<file path="config.mk">
export PLATFORM = sky130hd
export DESIGN_NAME = e1fe_ctrl
export DESIGN_NICKNAME = d
export VERILOG_FILES = /design/src/logic/e1fe_pkg.sv /design/src/logic/e1fe_ctrl.sv
export SDC_FILE = /design/constraint.sdc
export NUM_CORES = 1
export LEC_CHECK = 0
export ABC_AREA = 1
export BUFFER_PORTS_ARGS = -buffer_cell sky130_fd_sc_hd__buf_4
export CAP_MARGIN = 20
export CORE_MARGIN = 8
export CORE_UTILIZATION = 45
export CTS_BUF_LIST = sky130_fd_sc_hd__clkbuf_4 sky130_fd_sc_hd__clkbuf_8
export CTS_CLUSTER_SIZE = 8
export DETAILED_ROUTE_END_ITERATION = 16
export GPL_TIMING_DRIVEN = 0
export PLACE_DENSITY_LB_ADDON = 0.12
export SETUP_SLACK_MARGIN = 0.1
export SYNTH_ARGS = -nofsm -noshare
export SYNTH_HDL_FRONTEND = slang
export SYNTH_SLANG_ARGS = --single-unit
</file>
<file path="constraint.sdc">
create_clock -name ref_clk_i -period 2.9 [get_ports ref_clk_i]
set_input_delay 0.145 -clock ref_clk_i [delete_from_list [all_inputs] [get_ports ref_clk_i]]
set_output_delay 0.145 -clock ref_clk_i [all_outputs]
set_load 0.01 [all_outputs]
</file>
<file path="src/logic/e1fe_pkg.sv">
// e1fe_pkg: constants, field layout and carriers of the E1 line front-end
// control block; assumes an 8-bit register port and 7-bit template samples.
package e1fe_pkg;
  // ===========================================================
  // register offsets
  localparam logic [7:0] ADDR_TERM = 8'h03;
  localparam logic [7:0] ADDR_TXC0 = 8'h05;
  localparam logic [7:0] ADDR_TXC1 = 8'h06;
  localparam logic [7:0] ADDR_TXC2 = 8'h07;
  localparam logic [7:0] ADDR_RXC0 = 8'h0A;
  localparam logic [7:0] ADDR_RXC1 = 8'h0B;
  localparam logic [7:0] ADDR_RXC2 = 8'h0C;
  // ===========================================================
  // field positions
  localparam int T_TERM_LSB = 0;
  localparam int R_TERM_LSB = 3;
  localparam int TERM_EXT_BIT = 2;
  localparam int TERM_120_BIT = 0;
  localparam int TX_MODE_LSB = 0;
  localparam int TX_OFF_BIT = 4;
  localparam int SHAPE_LSB = 0;
  localparam int TX_FLOAT_BIT = 5;
  localparam int SCALE_LSB = 0;
  localparam int RX_MODE_LSB = 0;
  localparam int LOS_LVL_LSB = 0;
  localparam int EQ_BIT = 7;
  localparam int MON_LSB = 0;
  localparam int THR_LSB = 2;
  // ===========================================================
  // reset values
  localparam logic [7:0] RST_ZERO = 8'h00;
  localparam logic [7:0] RST_SCALE = 8'h21;
  // ===========================================================
  // preset templates: lead sample then flat body, first unit interval
  localparam logic [6:0] T75_LEAD = 7'h0C;
  localparam logic [6:0] T75_BODY = 7'h30;
  localparam logic [6:0] T120_LEAD = 7'h0F;
  localparam logic [6:0] T120_BODY = 7'h3C;
  localparam logic [6:0] SAMPLE_ZERO = 7'h00;
  localparam logic [5:0] LEAD_IDX = 6'h03;
  localparam logic [5:0] BODY_FIRST = 6'h04;
  localparam logic [5:0] BODY_LAST = 6'h0B;
  localparam logic [1:0] SHAPE_USER = 2'h3;
  // ===========================================================
  // modes and codes
  localparam logic [1:0] MON_0DB = 2'h0;
  localparam logic [1:0] MON_26DB = 2'h2;
  localparam logic [1:0] MODE_BYPASS = 2'h3;
  localparam int MODE_DUAL_BIT = 1;
  localparam int MODE_AMI_BIT = 0;
  localparam logic [4:0] LOS_LVL_FIXED = 5'h00;
  localparam int TXCLK_LOSS_CYC = 70;
  // ===========================================================
  // carriers
  typedef struct packed {
    logic pos;
    logic neg;
    logic clk;
    logic byp;
  } e1fe_rail_s;
  typedef struct packed {
    logic wr;
    logic rd;
    logic [7:0] addr;
    logic [7:0] wdata;
  } e1fe_regreq_s;
endpackage

</file>
<file path="src/logic/e1fe_ctrl.sv">
// e1fe_ctrl: line front-end control of a single-channel E1 interface.
// assumes all pins synchronous to ref_clk_i and an 8-bit register port
// driven by the host interface logic outside this block.
//
// Overview of operation
// 75 ohm template: lead 0001100, body 0110000
// 120 ohm template: lead 0001111, body 0111100
// scale resets to 100001, 3% per step
// transmit termination: internal 75/120, or external
// hardware mode: impedance pin picks matching
// float bit floats transmit outputs, path runs
// hardware mode: float pin floats transmit outputs
// float on clock loss, power-down, reset
// transmit clock lost after 70 idle cycles
// power-down bit stops transmit, floats outputs
// hardware mode: both pattern pins power down
// receive termination uses transmit scheme
// monitor gain selects 0/22/26/32 dB
// gain codes 00,01,10,11 in order
// hardware mode: monitor pin gives 0/26 dB
// nonzero monitor gain suppresses loss-of-signal
// equalizer bit enables equalizer, programmable level
// hardware mode: equalizer off, fixed sensitivity
// slicer threshold 40/50/60/70 percent
// recovery bypass routes slicer to rails
// recovered clock tracks sliced data jitter
// bypass only in dual-rail receive mode
// mode 11 bypasses; clock is rail XOR
// receive mode picks AMI or HDB3
// single rail: bit0 0 HDB3, 1 AMI
// hardware mode: path pins set both modes
// samples 7-bit sign-magnitude, 4x16 entries
// shape select 11xx uses user waveform
`timescale 1ns/1ps
module e1fe_ctrl #(
  parameter int LOSS_CYC = e1fe_pkg::TXCLK_LOSS_CYC,
  parameter int CNT_W = 8
) (
  // clock and reset
  input wire logic ref_clk_i,
  input wire logic rst_n_i,
  input wire logic sw_reset_i,
  // register port
  input wire e1fe_pkg::e1fe_regreq_s reg_req_i,
  output logic [7:0] reg_rdata_o,
  // hardware control straps
  input wire logic hw_mode_i,
  input wire logic impedance_sel_pin_i,
  input wire logic [3:0] shape_template_sel_pin_i,
  input wire logic tx_float_pin_i,
  input wire logic pattern_pin_hi_i,
  input wire logic pattern_pin_lo_i,
  input wire logic monitor_boost_pin_i,
  input wire logic path_mode_pin_hi_i,
  input wire logic path_mode_pin_lo_i,
  // transmit side
  input wire logic tx_clock_i,
  input wire logic mclk_lost_i,
  input wire logic remote_loopback_i,
  input wire logic internal_pattern_i,
  input wire logic tx_clk_irq_mask_i,
  input wire logic tx_pulse_pos_i,
  input wire logic tx_pulse_neg_i,
  output logic tx_line_pos_o,
  output logic tx_line_neg_o,
  output logic tx_line_oe_o,
  output logic tx_powerdown_o,
  output logic tx_clock_lost_o,
  output logic tx_clk_irq_o,
  // waveform template
  input wire logic tmpl_wr_i,
  input wire logic [5:0] tmpl_waddr_i,
  input wire logic [6:0] template_sample_value_i,
  input wire logic [5:0] tmpl_raddr_i,
  output logic [6:0] tmpl_sample_o,
  output logic [5:0] amplitude_scale_o,
  // termination and analog settings
  output logic tx_term_internal_o,
  output logic tx_term_120_o,
  output logic rx_term_internal_o,
  output logic rx_term_120_o,
  output logic [1:0] monitor_boost_sel_o,
  output logic los_enable_o,
  output logic equalizer_enable_o,
  output logic [4:0] los_level_o,
  output logic [1:0] decision_threshold_sel_o,
  output logic [1:0] tx_mode_o,
  output logic [1:0] rx_rail_codec_mode_o,
  output logic rx_hdb3_o,
  // receive stream: slicer and recovery in, rails out
  input wire logic rx_in_valid_i,
  output logic rx_in_ready_o,
  input wire logic rx_line_pos_i,
  input wire logic rx_line_neg_i,
  input wire logic cdr_pos_i,
  input wire logic cdr_neg_i,
  input wire logic cdr_clk_i,
  output logic rx_out_valid_o,
  input wire logic rx_out_ready_i,
  output logic rx_rail_pos_o,
  output logic rx_rail_neg_o,
  output logic rx_clock_o
);
  import e1fe_pkg::*;

  // ===========================================================
  // helpers
  function automatic logic [6:0] rom_sample(input logic sel120,
                                            input logic [5:0] idx);
    logic [6:0] s;
    s = SAMPLE_ZERO;
    if (idx == LEAD_IDX) begin
      s = sel120 ? T120_LEAD : T75_LEAD;
    end else if (idx >= BODY_FIRST && idx <= BODY_LAST) begin
      s = sel120 ? T120_BODY : T75_BODY;
    end
    return s;
  endfunction

  function automatic logic is_wr(input e1fe_regreq_s r,
                                 input logic [7:0] a);
    return r.wr && (r.addr == a);
  endfunction

  // ===========================================================
  // register file
  logic [7:0] term_ff, txc0_ff, txc1_ff, txc2_ff;
  logic [7:0] rxc0_ff, rxc1_ff, rxc2_ff;

  // one process per register group, all written by the port
  always_ff @(posedge ref_clk_i or negedge rst_n_i) begin
    if (!rst_n_i) begin
      term_ff <= RST_ZERO;
      txc0_ff <= RST_ZERO;
      txc1_ff <= RST_ZERO;
      txc2_ff <= RST_SCALE;
    end else if (sw_reset_i) begin
      term_ff <= RST_ZERO;
      txc0_ff <= RST_ZERO;
      txc1_ff <= RST_ZERO;
      txc2_ff <= RST_SCALE;
    end else begin
      if (is_wr(reg_req_i, ADDR_TERM)) term_ff <= reg_req_i.wdata;
      if (is_wr(reg_req_i, ADDR_TXC0)) txc0_ff <= reg_req_i.wdata;
      if (is_wr(reg_req_i, ADDR_TXC1)) txc1_ff <= reg_req_i.wdata;
      if (is_wr(reg_req_i, ADDR_TXC2)) txc2_ff <= reg_req_i.wdata;
    end
  end

  always_ff @(posedge ref_clk_i or negedge rst_n_i) begin
    if (!rst_n_i) begin
      rxc0_ff <= RST_ZERO;
      rxc1_ff <= RST_ZERO;
      rxc2_ff <= RST_ZERO;
    end else if (sw_reset_i) begin
      rxc0_ff <= RST_ZERO;
      rxc1_ff <= RST_ZERO;
      rxc2_ff <= RST_ZERO;
    end else begin
      if (is_wr(reg_req_i, ADDR_RXC0)) rxc0_ff <= reg_req_i.wdata;
      if (is_wr(reg_req_i, ADDR_RXC1)) rxc1_ff <= reg_req_i.wdata;
      if (is_wr(reg_req_i, ADDR_RXC2)) rxc2_ff <= reg_req_i.wdata;
    end
  end

  // read data one cycle after the strobe; unmapped offsets read zero
  logic [7:0] nxt_rdata;
  always_comb begin
    nxt_rdata = RST_ZERO;
    unique case (reg_req_i.addr)
      ADDR_TERM: nxt_rdata = term_ff;
      ADDR_TXC0: nxt_rdata = txc0_ff;
      ADDR_TXC1: nxt_rdata = txc1_ff;
      ADDR_TXC2: nxt_rdata = txc2_ff;
      ADDR_RXC0: nxt_rdata = rxc0_ff;
      ADDR_RXC1: nxt_rdata = rxc1_ff;
      ADDR_RXC2: nxt_rdata = rxc2_ff;
      default: nxt_rdata = RST_ZERO;
    endcase
  end

  always_ff @(posedge ref_clk_i or negedge rst_n_i) begin
    if (!rst_n_i) begin
      reg_rdata_o <= RST_ZERO;
    end else if (reg_req_i.rd) begin
      reg_rdata_o <= nxt_rdata;
    end
  end

  // ===========================================================
  // effective settings: register or strap
  logic [3:0] shape_eff;
  logic tx_int_eff, tx_120_eff, rx_int_eff, rx_120_eff;
  logic [1:0] mon_eff, tx_mode_eff, rx_mode_eff;
  logic eq_eff, pd_eff, float_req;

  assign shape_eff = hw_mode_i ? shape_template_sel_pin_i
                               : txc1_ff[SHAPE_LSB +: 4];
  // internal matching when the top term bit is clear, else external
  assign tx_int_eff = hw_mode_i ? impedance_sel_pin_i
                    : !term_ff[T_TERM_LSB + TERM_EXT_BIT];
  assign tx_120_eff = hw_mode_i ? shape_eff[0]
                    : term_ff[T_TERM_LSB + TERM_120_BIT];
  assign rx_int_eff = hw_mode_i ? impedance_sel_pin_i
                    : !term_ff[R_TERM_LSB + TERM_EXT_BIT];
  assign rx_120_eff = hw_mode_i ? shape_eff[0]
                    : term_ff[R_TERM_LSB + TERM_120_BIT];
  // strap gives only 0 or 26 dB; register code order 0/22/26/32 dB
  assign mon_eff = hw_mode_i ? (monitor_boost_pin_i ? MON_26DB : MON_0DB)
                 : rxc2_ff[MON_LSB +: 2];
  assign eq_eff = !hw_mode_i && rxc1_ff[EQ_BIT];
  assign pd_eff = hw_mode_i ? (pattern_pin_hi_i && pattern_pin_lo_i)
                : txc0_ff[TX_OFF_BIT];
  assign tx_mode_eff = hw_mode_i
                     ? {path_mode_pin_hi_i, path_mode_pin_lo_i}
                     : txc0_ff[TX_MODE_LSB +: 2];
  assign rx_mode_eff = hw_mode_i
                     ? {path_mode_pin_hi_i, path_mode_pin_lo_i}
                     : rxc0_ff[RX_MODE_LSB +: 2];

  // settings registered so every output leaves a flip-flop
  always_ff @(posedge ref_clk_i or negedge rst_n_i) begin
    if (!rst_n_i) begin
      tx_term_internal_o <= 1'b0;
      tx_term_120_o <= 1'b0;
      rx_term_internal_o <= 1'b0;
      rx_term_120_o <= 1'b0;
      monitor_boost_sel_o <= MON_0DB;
      los_enable_o <= 1'b0;
      equalizer_enable_o <= 1'b0;
      los_level_o <= LOS_LVL_FIXED;
      decision_threshold_sel_o <= 2'h0;
      tx_mode_o <= 2'h0;
      rx_rail_codec_mode_o <= 2'h0;
      rx_hdb3_o <= 1'b0;
      amplitude_scale_o <= RST_SCALE[5:0];
      tx_powerdown_o <= 1'b0;
    end else begin
      tx_term_internal_o <= tx_int_eff;
      tx_term_120_o <= tx_120_eff;
      rx_term_internal_o <= rx_int_eff;
      rx_term_120_o <= rx_120_eff;
      monitor_boost_sel_o <= mon_eff;
      los_enable_o <= (mon_eff == MON_0DB);
      equalizer_enable_o <= eq_eff;
      // level is programmable only with the equalizer running
      los_level_o <= eq_eff ? rxc1_ff[LOS_LVL_LSB +: 5]
                            : LOS_LVL_FIXED;
      decision_threshold_sel_o <= rxc2_ff[THR_LSB +: 2];
      tx_mode_o <= tx_mode_eff;
      rx_rail_codec_mode_o <= rx_mode_eff;
      rx_hdb3_o <= !rx_mode_eff[MODE_DUAL_BIT]
                && !rx_mode_eff[MODE_AMI_BIT];
      amplitude_scale_o <= txc2_ff[SCALE_LSB +: 6];
      tx_powerdown_o <= pd_eff;
    end
  end

  // ===========================================================
  // transmit clock supervision
  logic txclk_d_ff;
  logic [CNT_W-1:0] idle_cnt_ff;
  logic txclk_edge;

  assign txclk_edge = tx_clock_i && !txclk_d_ff;

  // counts reference cycles since the last rising edge; saturates
  always_ff @(posedge ref_clk_i or negedge rst_n_i) begin
    if (!rst_n_i) begin
      txclk_d_ff <= 1'b0;
      idle_cnt_ff <= '0;
    end else begin
      txclk_d_ff <= tx_clock_i;
      if (txclk_edge) begin
        idle_cnt_ff <= '0;
      end else if (idle_cnt_ff <= CNT_W'(LOSS_CYC)) begin
        idle_cnt_ff <= idle_cnt_ff + 1'b1;
      end
    end
  end

  always_ff @(posedge ref_clk_i or negedge rst_n_i) begin
    if (!rst_n_i) begin
      tx_clock_lost_o <= 1'b0;
      tx_clk_irq_o <= 1'b0;
    end else begin
      tx_clock_lost_o <= idle_cnt_ff > CNT_W'(LOSS_CYC);
      tx_clk_irq_o <= (idle_cnt_ff > CNT_W'(LOSS_CYC))
                   && !tx_clk_irq_mask_i;
    end
  end

  // ===========================================================
  // transmit driver float
  logic after_reset_ff;

  // floated after any reset until software rewrites ADDR_TXC1,
  // or for one cycle in hardware mode where no write comes
  always_ff @(posedge ref_clk_i or negedge rst_n_i) begin
    if (!rst_n_i) begin
      after_reset_ff <= 1'b1;
    end else if (sw_reset_i) begin
      after_reset_ff <= 1'b1;
    end else if (hw_mode_i || is_wr(reg_req_i, ADDR_TXC1)) begin
      after_reset_ff <= 1'b0;
    end
  end

  assign float_req = (!hw_mode_i && txc1_ff[TX_FLOAT_BIT])
                  || (hw_mode_i && tx_float_pin_i)
                  || mclk_lost_i || pd_eff || after_reset_ff
                  || (tx_clock_lost_o && !remote_loopback_i
                      && !internal_pattern_i);

  // pulse data keeps flowing while floated; only the enable drops
  always_ff @(posedge ref_clk_i or negedge rst_n_i) begin
    if (!rst_n_i) begin
      tx_line_pos_o <= 1'b0;
      tx_line_neg_o <= 1'b0;
      tx_line_oe_o <= 1'b0;
    end else begin
      tx_line_pos_o <= tx_pulse_pos_i;
      tx_line_neg_o <= tx_pulse_neg_i;
      tx_line_oe_o <= !float_req;
    end
  end

  // ===========================================================
  // waveform template store: preset rom or user ram
  logic [6:0] user_mem [64];

  // user ram has no reset; software must fill it before choosing it
  always_ff @(posedge ref_clk_i) begin
    if (tmpl_wr_i) begin
      user_mem[tmpl_waddr_i] <= template_sample_value_i;
    end
  end

  always_ff @(posedge ref_clk_i or negedge rst_n_i) begin
    if (!rst_n_i) begin
      tmpl_sample_o <= SAMPLE_ZERO;
    end else if (shape_eff[3:2] == SHAPE_USER) begin
      tmpl_sample_o <= user_mem[tmpl_raddr_i];
    end else begin
      tmpl_sample_o <= rom_sample(shape_eff[0], tmpl_raddr_i);
    end
  end

  // ===========================================================
  // receive rail path with two-entry buffer
  e1fe_rail_s in_word;
  e1fe_rail_s buf_ff [2];
  logic [1:0] cnt_ff;
  logic rd_ptr_ff, wr_ptr_ff;
  logic push, pop, bypass;

  // bypass needs dual rail; mode 11 is the only dual-rail bypass code
  assign bypass = (rx_mode_eff == MODE_BYPASS);
  assign in_word.pos = bypass ? rx_line_pos_i : cdr_pos_i;
  assign in_word.neg = bypass ? rx_line_neg_i : cdr_neg_i;
  assign in_word.clk = bypass ? (rx_line_pos_i ^ rx_line_neg_i)
                              : cdr_clk_i;
  assign in_word.byp = bypass;
  assign push = rx_in_valid_i && rx_in_ready_o;
  assign pop = rx_out_valid_o && rx_out_ready_i;

  always_ff @(posedge ref_clk_i) begin
    if (push) begin
      buf_ff[wr_ptr_ff] <= in_word;
    end
  end

  // a receiver stall fills the buffer and then drops ready
  always_ff @(posedge ref_clk_i or negedge rst_n_i) begin
    if (!rst_n_i) begin
      cnt_ff <= 2'h0;
      rd_ptr_ff <= 1'b0;
      wr_ptr_ff <= 1'b0;
    end else begin
      if (push) wr_ptr_ff <= !wr_ptr_ff;
      if (pop) rd_ptr_ff <= !rd_ptr_ff;
      cnt_ff <= cnt_ff + {1'b0, push} - {1'b0, pop};
    end
  end

  // ready and valid registered from the next occupancy
  logic [1:0] nxt_cnt;
  assign nxt_cnt = cnt_ff + {1'b0, push} - {1'b0, pop};

  always_ff @(posedge ref_clk_i or negedge rst_n_i) begin
    if (!rst_n_i) begin
      rx_in_ready_o <= 1'b0;
      rx_out_valid_o <= 1'b0;
    end else begin
      rx_in_ready_o <= nxt_cnt != 2'h2;
      rx_out_valid_o <= nxt_cnt != 2'h0;
    end
  end

  // output word taken from the entry that will be at the head
  logic nxt_rd_ptr;
  e1fe_rail_s head;
  assign nxt_rd_ptr = pop ? !rd_ptr_ff : rd_ptr_ff;
  assign head = (cnt_ff == 2'h0 || (cnt_ff == 2'h1 && pop))
              ? in_word : buf_ff[nxt_rd_ptr];

  always_ff @(posedge ref_clk_i or negedge rst_n_i) begin
    if (!rst_n_i) begin
      rx_rail_pos_o <= 1'b0;
      rx_rail_neg_o <= 1'b0;
      rx_clock_o <= 1'b0;
    end else begin
      rx_rail_pos_o <= head.pos;
      rx_rail_neg_o <= head.neg;
      rx_clock_o <= head.clk;
    end
  end

  // ===========================================================
  // checks
  pd_float_a: assert property (@(posedge ref_clk_i) disable iff (!rst_n_i)
    pd_eff |=> !tx_line_oe_o && tx_powerdown_o)
    else $error("power-down did not float transmit outputs");
  hw_pd_a: assert property (@(posedge ref_clk_i) disable iff (!rst_n_i)
    hw_mode_i && pattern_pin_hi_i && pattern_pin_lo_i |=> tx_powerdown_o)
    else $error("pattern pins did not power down transmit");
  float_pin_a: assert property (@(posedge ref_clk_i) disable iff (!rst_n_i)
    hw_mode_i && tx_float_pin_i |=> !tx_line_oe_o)
    else $error("float pin did not float transmit outputs");
  float_bit_a: assert property (@(posedge ref_clk_i) disable iff (!rst_n_i)
    !hw_mode_i && txc1_ff[TX_FLOAT_BIT] |=> !tx_line_oe_o
      && tx_line_pos_o == $past(tx_pulse_pos_i))
    else $error("float bit failed or stopped transmit data");
  clk_loss_a: assert property (@(posedge ref_clk_i) disable iff (!rst_n_i)
    $rose(tx_clock_lost_o) |-> $past(idle_cnt_ff) == CNT_W'(LOSS_CYC + 1))
    else $error("transmit clock loss flagged at wrong count");
  clk_drop_a: assert property (@(posedge ref_clk_i) disable iff (!rst_n_i)
    tx_clock_lost_o && !remote_loopback_i && !internal_pattern_i
      |=> !tx_line_oe_o)
    else $error("lost transmit clock did not float outputs");
  rom_lead_a: assert property (@(posedge ref_clk_i) disable iff (!rst_n_i)
    shape_eff[3:2] != SHAPE_USER && tmpl_raddr_i == LEAD_IDX
      |=> tmpl_sample_o == ($past(shape_eff[0]) ? T120_LEAD : T75_LEAD))
    else $error("preset lead sample wrong");
  mon_los_a: assert property (@(posedge ref_clk_i) disable iff (!rst_n_i)
    monitor_boost_sel_o != MON_0DB |-> !los_enable_o)
    else $error("loss-of-signal enabled in monitor mode");
  hw_eq_a: assert property (@(posedge ref_clk_i) disable iff (!rst_n_i)
    hw_mode_i |=> !equalizer_enable_o && los_level_o == LOS_LVL_FIXED)
    else $error("equalizer active in hardware mode");
  byp_clk_a: assert property (@(posedge ref_clk_i) disable iff (!rst_n_i)
    rx_out_valid_o && head.byp |=> rx_clock_o == (rx_rail_pos_o
      ^ rx_rail_neg_o))
    else $error("bypass clock is not rail XOR");
  hdb3_a: assert property (@(posedge ref_clk_i) disable iff (!rst_n_i)
    rx_mode_eff == 2'h0 |=> rx_hdb3_o)
    else $error("single rail code 0 did not pick HDB3");
  full_a: assert property (@(posedge ref_clk_i) disable iff (!rst_n_i)
    cnt_ff == 2'h2 |-> !rx_in_ready_o)
    else $error("buffer accepted a word while full");
endmodule

</file>
Word-level counts from Yosys, hierarchy flattened --
Memories as Yosys holds them, arrays and structs flattened. Index checks and enable logic that the tools add are counted.
Storage, ports and cells: bits in registers 122, latch bits 0, bits in writable memories 456, ROM bits 0, word-level logic and storage cells 156, memories 2
Cells by class: add/sub/neg operators 3, multipliers 0, divide/modulo/power cells 0, order comparisons 4, equality and inequality tests 12, shift-type cells 0, mux-type cells 44, bitwise logic cells 1, reduce and logical (&&, ||, !) cells 51
Memories:
- user_mem | depth 64, width 7, rd ports 1, clocked after Yosys merged registers in 0, wr ports 1, line e1fe_ctrl.sv:330 | logic [6:0] user_mem [64];
- buf_ff | depth 2, width 4, rd ports 1, clocked after Yosys merged registers in 0, wr ports 1, line e1fe_ctrl.sv:352 | e1fe_rail_s buf_ff [2];
Operators by type and width (number):
- 8-bit two-way mux | 16
- 8-bit one-hot mux with 7 select lines | 1
- 8-bit by 3-bit equality test with 1-bit output, second input constant | 3
- 8-bit by 4-bit equality test with 1-bit output, second input constant | 3
- 1-bit logical AND | 20
- 2-bit nonzero test | 10
- 1-bit two-way mux | 15
- 1-bit zero test | 12
- 4-bit two-way mux | 3
- 6-bit two-way mux | 2
- 2-bit two-way mux | 5
- 8-bit by 1-bit adder with 8-bit output, second input constant | 1
- 8-bit by 2-bit equality test with 1-bit output, second input constant | 1
- 8-bit by 7-bit greater-than comparator with 1-bit output, second input constant | 1
- 8-bit by 7-bit <= comparator with 1-bit output, second input constant | 1
- 1-bit logical OR | 7
- 7-bit two-way mux | 1
- 6-bit by 2-bit equality test with 1-bit output, second input constant | 1
- 6-bit by 3-bit greater-or-equal comparator with 1-bit output, second input constant | 1
- 6-bit by 4-bit <= comparator with 1-bit output, second input constant | 1
- 5-bit two-way mux | 1
- 2-bit equality test, second input constant | 2
- 2-bit zero test | 2
- 2-bit by 1-bit adder with 2-bit output | 1
- other kinds (4) | 4

Logic depth before layout (Yosys ltp) --
Gate-level depths: netlist (run 1).
word-level depth 8, depth in mapped cells 15, depth with buffers taken out 13

Worst setup path before layout (run 1) --
No wires, ideal clock.
path kind in2reg, start point in tmpl_wr_i, end point mem user_mem[32][0], enable pin, library setup time 0.390 ns, data arrival time 1.422 ns, required time 2.510 ns, path slack 1.087 ns, stages 3, cells stage by stage clkbuf_1 -> nand4_1 -> nor4_1
Between the ends: longest elaborated chain between the ends 2
RTL lines:
- start, declared | line e1fe_ctrl.sv:71 | input wire logic tmpl_wr_i,
- 1-bit two-way mux | line e1fe_ctrl.sv:334 | if (tmpl_wr_i) begin
- 1-bit two-way mux (not written as such) | line e1fe_ctrl.sv:335 | user_mem[tmpl_waddr_i] <= template_sample_value_i;
- end, declared | line e1fe_ctrl.sv:330
Every way passes these cells.

==> run_results.csv, run 1 <==
group,metric,value,unit
cts,cts_tree,"yes",
grt,grt_max_degree,65,
cts,clkTransAtPathRegs,60,ps
grt,grt_remaining_overflow,0,
floorplan,core.rowCount,85,
timing,hold_viol,0,
power,total_power,18.1,mW
setup_path,required,3490,ps
timing,fmax,0.411,GHz
grt,grt_pass1_wl,111000,µm
floorplan,die-area,0.0624,mm²
detailed_routing,drtIter0Drc,1748,
synth,yosys_warnings,0,
setup_path,worstPathMaxFanout,10,
timing,finalCritPeriodShare,83.8,%
timing,rsz0062_at_grt,"false",
cts,cts_buffers,98,
final_layout,area.sequential,0.0167,mm²
floorplan,die_y,250,µm
placed_design,gp_congestion,0.915,
placed_design,portBuffers,110,
timing,skew,39.5,ps
synth,syn_area_per_cell,10.0,µm²
floorplan,die_w,250,µm
setup_path,critPathLaunch,"hw_mode_i",
floorplan,start_util,45.6,%
detailed_routing,drc,0,
synth,synth_ff_type,"edfxtp_1",
setup_path,worstSetupPathType,"input pin to flop",
synth,synthTopCellsByArea,"edfxtp_1 55%, nand2_1 12%, dfrtp_1 12%, inv_1 4.3%, nand3_1 3.6%",
synth,seq_area_frac_synth,67.9,%
detailed_routing,routed_wl,74200,µm
cts,clockBufferDepth,3,
timing,maxSlewHeadroom,32.8,%
final_layout,fill_cells,4808,
synth,synthCells,2448,
final_layout,mostFrequentLayoutCells,"802 x nand2_1, 454 x edfxtp_1, 283 x inv_1, 232 x nor2_1, 177 x nand3_1",
timing,worst_pin_slew,999,ps
outcome,status,"finished clean",
placed_design,dp_hpwl,49400,µm
cts,cts_resized,0,
synth,synth_top_area_share,55.4,%
cts,cts_max_level,3,
grt,antenna_found_initial,1,
floorplan,core_area,0.0539,mm²
worst_hold_path,min-delay-start,"template_sample_value_i[0]",
setup_path,cp.arrival,3020,ps
synth,synth_edf_count,454,
cts,cts_root_buf,"clkbuf_8",
final_layout,drive_gt1_share,13.8,%
detailed_routing,dr_total_vias,18200,
timing,setup_tns,0,ps
setup_path,r2r_start,"after_reset_ff$_DFFE_PN1P_",
setup_path,cp-start-kind,"input pin",
synth,synth_seq_cells,576,
synth,synth.distinct_cells,45,
cts,worstSkewPairLatency,700,ps
final_layout,mostFrequentLayoutCell,"nand2_1",
final_layout,syn2layout_area_growth,17.1,%
setup_path,worst_setup_path_end_kind,"flop",
detailed_routing,viasPerCell,5.23,
synth,async_flop_share,21.2,%
synth,syn_area,0.0246,mm²
floorplan,pin_count,119,
timing,slew_violations,0,
cts,cts_sinks,576,
grt,grt_usage,23.5,%
job,maxCapViolCount,0,
detailed_routing,drtAntennaViolNets,0,
final_layout,final_nets,2785,
detailed_routing,first_pass_iters,5,
synth,syn_nets,2519,
power,power.leakage,12.4,nW
detailed_routing,wire_per_inst,21.3,µm
synth,yosys.area.top_type,"edfxtp_1",
power,power_density,627,mW/mm²
grt,grt_pass1_vias,18100,
power,max-vdd-ir-drop,0.000338,V
final_layout,multi_input_area,0.00636,mm²
timing,period_minus_slack,2430,ps
cts,cts_hold_buf,49,
worst_hold_path,worstHoldPathType,"input pin to flop",
cts,post_cts_buffers,0,
timing,setup_violations,0,
[final cells by class]
type	instances	area share, %
flip-flops and latches	576	57.9
multi-input cells	1476	22.1
clock buffers	136	5.82
repair buffers	166	4.89
inverters	295	3.84
well taps	696	3.02
plain buffers	101	1.68
clock inverters	31	0.703
diodes	1	0.00869
[stage by stage]
stage	utilization, %	hold WS, ps	cell area (µm²)	setup WS [ps]	cells
after global routing	53.4	41.7	28800	380	3478
final	53.4	54.9	28800	469	3478
after floorplan	-	-151	24600	1090	2448
after detailed placement	49.0	159	26400	158	3261
after global placement	48.8	255	26300	147	3254
after CTS	53.4	2.24	28800	586	3477
[sequential cells by signal (all words and copies together), names as in the netlist, 8 cells and up]
| name | count |
|---|---|
| txc1_ff | 8 |
| rxc1_ff | 8 |
| txc2_ff | 8 |
| idle_cnt_ff | 8 |
| txc0_ff | 8 |
| reg_rdata_o | 8 |
| term_ff | 8 |
| user_mem | 448 |
| rxc2_ff | 8 |
| rxc0_ff | 8 |
[path summary, 6_finish.rpt]
kind,endpoint,slack (ps),depth (start not counted)
worst max-delay path,rx_rail_pos_o$_DFF_PN0_,470,13
worst min-delay path,user_mem[55][0]$_DFFE_PP_,50,1
worst max register to register,tx_line_oe_o$_DFF_PN0_,820,4
worst min register to register,amplitude_scale_o[5]$_DFF_PN1_,370,0
max in group asynchronous,amplitude_scale_o[5]$_DFF_PN1_,1900,4
min in group asynchronous,term_ff[7]$_DFFE_PN0P_,410,3
[worst max-delay path, stage by stage]
cell	delay, ps
dlygate4sd3_1	530
buf_4	120
buf_4	190
nand2_1	70
dlygate4sd3_1	570
o21ai_0	160
nand2_1	200
inv_2	110
nand2_1	50
nand2_1	60
dlygate4sd3_1	620
nand2_1	60
o21ai_0	110
[synthesized netlist by cell type, drive strengths merged (2+ instances only)]
cell	number
xnor2	2
dfstp	5
o22ai	6
ha	4
nor3	9
inv	294
o211a	2
clkbuf	29
nand2	809
edfxtp	454
nor4	8
dfrtp	117
a21oi	44
xor2	2
mux2	4
nand3	178
buf	72
nand4	13
nor2	234
o21ai	151
[power breakdown]
part,total [mW],switching [mW],internal (mW)
logic,1.67,1.15,0.524
clock network,7.15,3.26,3.88
registers,9.26,0.0958,9.16
[layer usage]
layer | track usage [%] | up-vias | share of wire (%)
li1 | - | 8512 | -
met1 | 30.5 | 8749 | 41
met2 | 38.3 | 762 | 47
met3 | 5.11 | 156 | 8.2
met4 | 9.35 | 0 | 3.4
met5 | 0 | - | 0
[cell families (layout without fill, tap and decap cells)]
logic type / after synthesis / in the layout / share of synthesized area (%)
other: 0 / 1 / 0
AND/OR/NAND/NOR: 1254 / 1254 / 20.6
adder cells (fa/ha/maj): 4 / 4 / 0.203
AO/OA/AOI/OAI: 210 / 210 / 4.56
buffers and inverters: 396 / 729 / 6.48
flip-flops: 576 / 576 / 67.9
multiplexers: 4 / 4 / 0.183
XOR/XNOR: 4 / 4 / 0.142
Power figures use the tool's default switching activity.
==> run 2: changes to the inputs <==
==> constraint.sdc (replaced) <==
create_clock -name ref_clk_i -period 2.3 [get_ports ref_clk_i]
set_input_delay 0.115 -clock ref_clk_i [delete_from_list [all_inputs] [get_ports ref_clk_i]]
set_output_delay 0.115 -clock ref_clk_i [all_outputs]
set_load 0.01 [all_outputs]
==> run_results.csv, run 2 (synthesis gave the netlist of run 1 again) <==
group,metric,value,unit
outcome,status,"finished clean",
cts,clkTransAtPathRegs,60,ps
placed_design,gp_congestion,0.915,
setup_path,cp-start-kind,"input pin",
grt,antenna_found_initial,1,
detailed_routing,dr_total_vias,18200,
grt,grt_remaining_overflow,0,
setup_path,crit_chain,"clkbuf_1, inv_1, nand4_1, nor2_1",
detailed_routing,top_layer,"met4",
cts,clockBufferDepth,3,
cts,cts_root_buf,"clkbuf_8",
timing,slew_violations,0,
final_layout,stdcell_count,3481,
final_layout,final_nets,2788,
setup_path,worst_setup_path_end_kind,"flop",
floorplan,die-area,0.0624,mm²
setup_path,required,2590,ps
floorplan,core_area,0.0539,mm²
power,power_density,790,mW/mm²
final_layout,regMostFlops,"user_mem",
grt,grt_pass1_vias,18100,
grt,grt_max_degree,65,
detailed_routing,first_pass_iters,6,
timing,fin_hold_ws,54.3,ps
timing,hold_viol,0,
placed_design,place_inst,3261,
setup_path,max_stage_delay,980,ps
placed_design,portBuffers,110,
detailed_routing,wire_per_inst,21.3,µm
floorplan,core.rowCount,85,
final_layout,drive_gt1_share,13.7,%
worst_hold_path,worstHoldPathType,"input pin to flop",
timing,setup_violations,0,
cts,post_cts_buffers,0,
placed_design,dp_hpwl,49400,µm
final_layout,mostFrequentLayoutCell,"nand2_1",
setup_path,worstSetupPathType,"input pin to flop",
placed_design,placed_cell_area,0.0264,mm²
floorplan,die_y,250,µm
floorplan,pin_count,119,
setup_path,crit_slowest_cell,"nor2_1",
grt,grt_usage,23.5,%
timing,fmax,0.456,GHz
final_layout,syn2layout_area_growth,17.2,%
job,maxCapViolCount,0,
timing,skew,35.5,ps
placed_design,pre_cts_ws,-412,ps
final_layout,mostFrequentLayoutCells,"802 x nand2_1, 454 x edfxtp_1, 283 x inv_1, 232 x nor2_1, 177 x nand3_1",
grt,grt_pass1_wl,111000,µm
power,power.leakage,12.4,nW
detailed_routing,viasPerCell,5.23,
detailed_routing,wl_met3,6360,µm
cts,cts_tree,"yes",
floorplan,start_util,45.6,%
setup_path,worstPathMaxFanout,9,
timing,setup_tns,0,ps
final_layout,largest_reg_flops,448,
detailed_routing,routed_wl,74000,µm
timing,worst_pin_slew,987,ps
timing,finalCritPeriodShare,95.4,%
detailed_routing,wl_met2,34800,µm
timing,period_minus_slack,2190,ps
cts,cts_buffers,98,
detailed_routing,drtIter0Drc,1678,
setup_path,cp.arrival,2490,ps
detailed_routing,drtAntennaViolNets,0,
floorplan,die_w,250,µm
detailed_routing,met1_length,30300,µm
final_layout,design_area,0.0288,mm²
final_layout,fill_cells,4806,
detailed_routing,drc,0,
timing,maxSlewHeadroom,33.7,%
cts,cts_sinks,576,
cts,cts_max_level,3,
timing,worst_slack,107,ps
power,max-vdd-ir-drop,0.000426,V
timing,rsz0062_at_grt,"false",
cts,worstSkewPairLatency,700,ps
## run 2: report_power, final
part | internal (mW) | switching [mW]
combinational | 0.660 | 1.44
clock | 4.90 | 4.11
sequential | 11.5 | 0.120
total | 17.1 | 5.67
## run 2: worst paths after layout
kind / startpoint / to / slack [ps] / cells after the start
worst max-delay path: tmpl_waddr_i[1] / user_mem[4][5]$_DFFE_PP_ / 110 / 4
worst min-delay path: template_sample_value_i[2] / user_mem[55][2]$_DFFE_PP_ / 50 / 1
worst max register to register: after_reset_ff$_DFFE_PN1P_ / tx_line_oe_o$_DFF_PN0_ / 240 / 4
worst min register to register: txc2_ff[5]$_DFFE_PN1P_ / amplitude_scale_o[5]$_DFF_PN1_ / 370 / 0
max in group asynchronous: rst_n_i / txc2_ff[5]$_DFFE_PN1P_ / 1040 / 4
min in group asynchronous: rst_n_i / rx_rail_neg_o$_DFF_PN0_ / 510 / 3
## run 2: metrics by stage
stage,util (%),total power [mW]
floorplan,-,12.9
global placement,48.8,13.8
detailed placement,49.0,13.9
CTS,53.5,22.9
global route,53.5,23.6
finish,53.5,22.8
## run 2: layout make-up
class	instances	area (µm²)	area share (%)
clock buffers	136	1680	5.82
multi-input cells	1476	6360	22.1
repair buffers	169	1420	4.94
diodes	1	2.50	0.00868
flip-flops and latches	576	16700	57.9
well taps	696	871	3.02
clock inverters	31	203	0.703
inverters	295	1110	3.84
plain buffers	101	485	1.68
## run 2: timing repair
item,in CTS,in global routing
gates resized for setup,0,1
hold endpoints to repair,323,0
hold buffers,52,0
endpoints found under the setup margin,0,1
## run 2: routing by layer
layer,GRT usage (%),up-vias
li1,-,8511
met1,30.4,8747
met2,38.2,795
met3,5.19,149
met4,9.20,0
met5,0,-
## run 2: critical path, delay by kind of cell
| family | cells | cell delay [ps] |
|---|---|---|
| buffers and inverters | 2 | 550 |
| and+or+nand+nor | 2 | 1800 |
==> run 3: changes to the inputs <==
--- a/config.mk
+++ b/config.mk
@@ -15,6 +15,7 @@
 export DETAILED_ROUTE_END_ITERATION = 16
 export GPL_TIMING_DRIVEN = 0
 export PLACE_DENSITY_LB_ADDON = 0.12
+export RECOVER_POWER = 50
 export SETUP_SLACK_MARGIN = 0.1
 export SYNTH_ARGS = -nofsm -noshare
 export SYNTH_HDL_FRONTEND = slang
==> run_results.csv, run 3 (synthesis gave the netlist of run 1 again) <==
group,metric,value,unit
cts,cts_tree,"yes",
grt,grt_pass1_vias,18100,
timing,maxSlewHeadroom,-15.6,%
grt,antenna_found_initial,1,
setup_path,max_stage_delay,960,ps
final_layout,post-route-util,53.4,%
setup_path,cp-start-kind,"input pin",
timing,period_minus_slack,2070,ps
cts,post_cts_buffers,0,
detailed_routing,dr_total_vias,18200,
placed_design,pre_cts_ws,-412,ps
placed_design,portBuffers,110,
grt,grt_pass1_wl,111000,µm
timing,fmax,0.483,GHz
floorplan,die_w,250,µm
placed_design,gp_congestion,0.915,
timing,worst_pin_slew,1730,ps
final_layout,mostFrequentLayoutCells,"802 x nand2_1, 454 x edfxtp_1, 283 x inv_1, 232 x nor2_1, 177 x nand3_1",
detailed_routing,routed_wl,73900,µm
setup_path,required,2590,ps
outcome,violations,"capacitance limit, slew limit",
detailed_routing,drtAntennaViolNets,0,
setup_path,worstSetupPathType,"input pin to flop",
floorplan,start_util,45.6,%
timing,skew,38.5,ps
setup_path,reg2reg_depth,4,
detailed_routing,drc,0,
detailed_routing,wire_per_inst,21.2,µm
timing,worst_slack,230,ps
timing,setup_violations,0,
placed_design,dp_hpwl,49400,µm
cts,cts_buffers,98,
setup_path,worst_setup_path_end_kind,"flop",
floorplan,die_y,250,µm
timing,hold_viol,0,
detailed_routing,first_pass_iters,5,
worst_hold_path,min-delay-start,"reg_req_i[12]",
worst_hold_path,worstHoldPathType,"input pin to flop",
final_layout,regMostFlops,"user_mem",
power,max-vdd-ir-drop,0.000425,V
setup_path,crit_chain,"clkbuf_1, inv_1, nand4_1, nor2_1",
final_layout,drive_gt1_share,13.5,%
detailed_routing,drtIter0Drc,1816,
setup_path,r2r_start,"after_reset_ff$_DFFE_PN1P_",
setup_path,cp.arrival,2360,ps
floorplan,die-area,0.0624,mm²
grt,grt_max_degree,65,
job,maxCapViolCount,7,
cts,cts_max_level,3,
grt,grt_remaining_overflow,0,
timing,setup_tns,0,ps
floorplan,pin_count,119,
final_layout,final_nets,2788,
grt,grt_usage,23.5,%
worst_hold_path,hold_path_end,"reg_rdata_o[7]$_DFFE_PN0P_",
cts,clkTransAtPathRegs,60,ps
setup_path,r2r_slack,240,ps
final_layout,largest_reg_flops,448,
power,total_power,22.8,mW
timing,finalCritPeriodShare,90.0,%
cts,cts_sinks,576,
setup_path,worstPathMaxFanout,9,
worst_hold_path,min_path_cells,8,
final_layout,design_area,0.0288,mm²
floorplan,core.rowCount,85,
timing,rsz0062_at_grt,"false",
detailed_routing,viasPerCell,5.24,
timing,slew_violations,450,
cts,worstSkewPairLatency,710,ps
placed_design,placed_cell_area,0.0264,mm²
final_layout,mostFrequentLayoutCell,"nand2_1",
power,power.leakage,12.4,nW
setup_path,rr_endpoint,"tx_line_oe_o$_DFF_PN0_",
cts,clockBufferDepth,3,
setup_path,crit_slowest_cell,"nor2_1",
outcome,status,"finished with violations",
floorplan,core_area,0.0539,mm²
cts,cts_root_buf,"clkbuf_8",
final_layout,syn2layout_area_growth,17.0,%
power,power_density,791,mW/mm²
run 3: cell count changes in the layout (fill, tap and decap cells not counted), sizes merged:
cell    previous run  this run
buf              189       178
clkbuf           165       176
run 3: timing repair:
action                     in CTS  in global routing
setup endpoints to repair       0                  1
gates resized for setup         0                  1
hold buffers                   52                  0
hold endpoints to repair      323                  0
run 3: final cells by class:
class	instances	area (µm²)
flip-flops and latches	576	16700
inverters	295	1110
well taps	696	871
diodes	1	2.50
repair buffers	169	1400
fillers	4813	25100
plain buffers	101	485
clock buffers	136	1680
clock inverters	31	203
multi-input cells	1476	6330
run 3: metal layers:
metal | vias up | wire length (µm) | GRT usage [%]
met3 | 154 | 6040 | 5.19
met1 | 8796 | 30600 | 30.4
met4 | 0 | 2470 | 9.20
li1 | 8512 | - | -
met2 | 774 | 34800 | 38.2
met5 | - | 0 | 0
run 3: report_power, final:
| part | switching [mW] | internal, mW |
|---|---|---|
| Sequential | 0.121 | 11.6 |
| Combinational | 1.43 | 0.654 |
| Clock | 4.11 | 4.89 |
run 3: how the worst max path moves through the flow:
stage	startpoint	end	cells past startpoint	slack [ps]
global route	rst_n_i	txc2_ff[0]$_DFFE_PN1P_	4	110
floorplan	tmpl_wr_i	user_mem[32][0]$_DFFE_PP_	3	520
CTS	after_reset_ff$_DFFE_PN1P_	tx_line_oe_o$_DFF_PN0_	4	230
detailed placement	tmpl_waddr_i[1]	user_mem[28][3]$_DFFE_PP_	4	-410
global placement	tmpl_wr_i	user_mem[33][1]$_DFFE_PP_	3	-420
finish	tmpl_waddr_i[1]	user_mem[4][5]$_DFFE_PP_	4	230
run 3: critical path: cells and delay by family:
family,cells,cell delay (ps)
buffers and inverters,2,480
and+or+nand+nor,2,1750
run 3: metrics by stage:
step	cells	hold slack (ps)
3_3_place_gp	3254	225
6_report	3481	82.2
2_1_floorplan	2448	-181
5_1_grt	3481	58.6
4_1_cts	3480	9.45
3_5_place_dp	3261	129
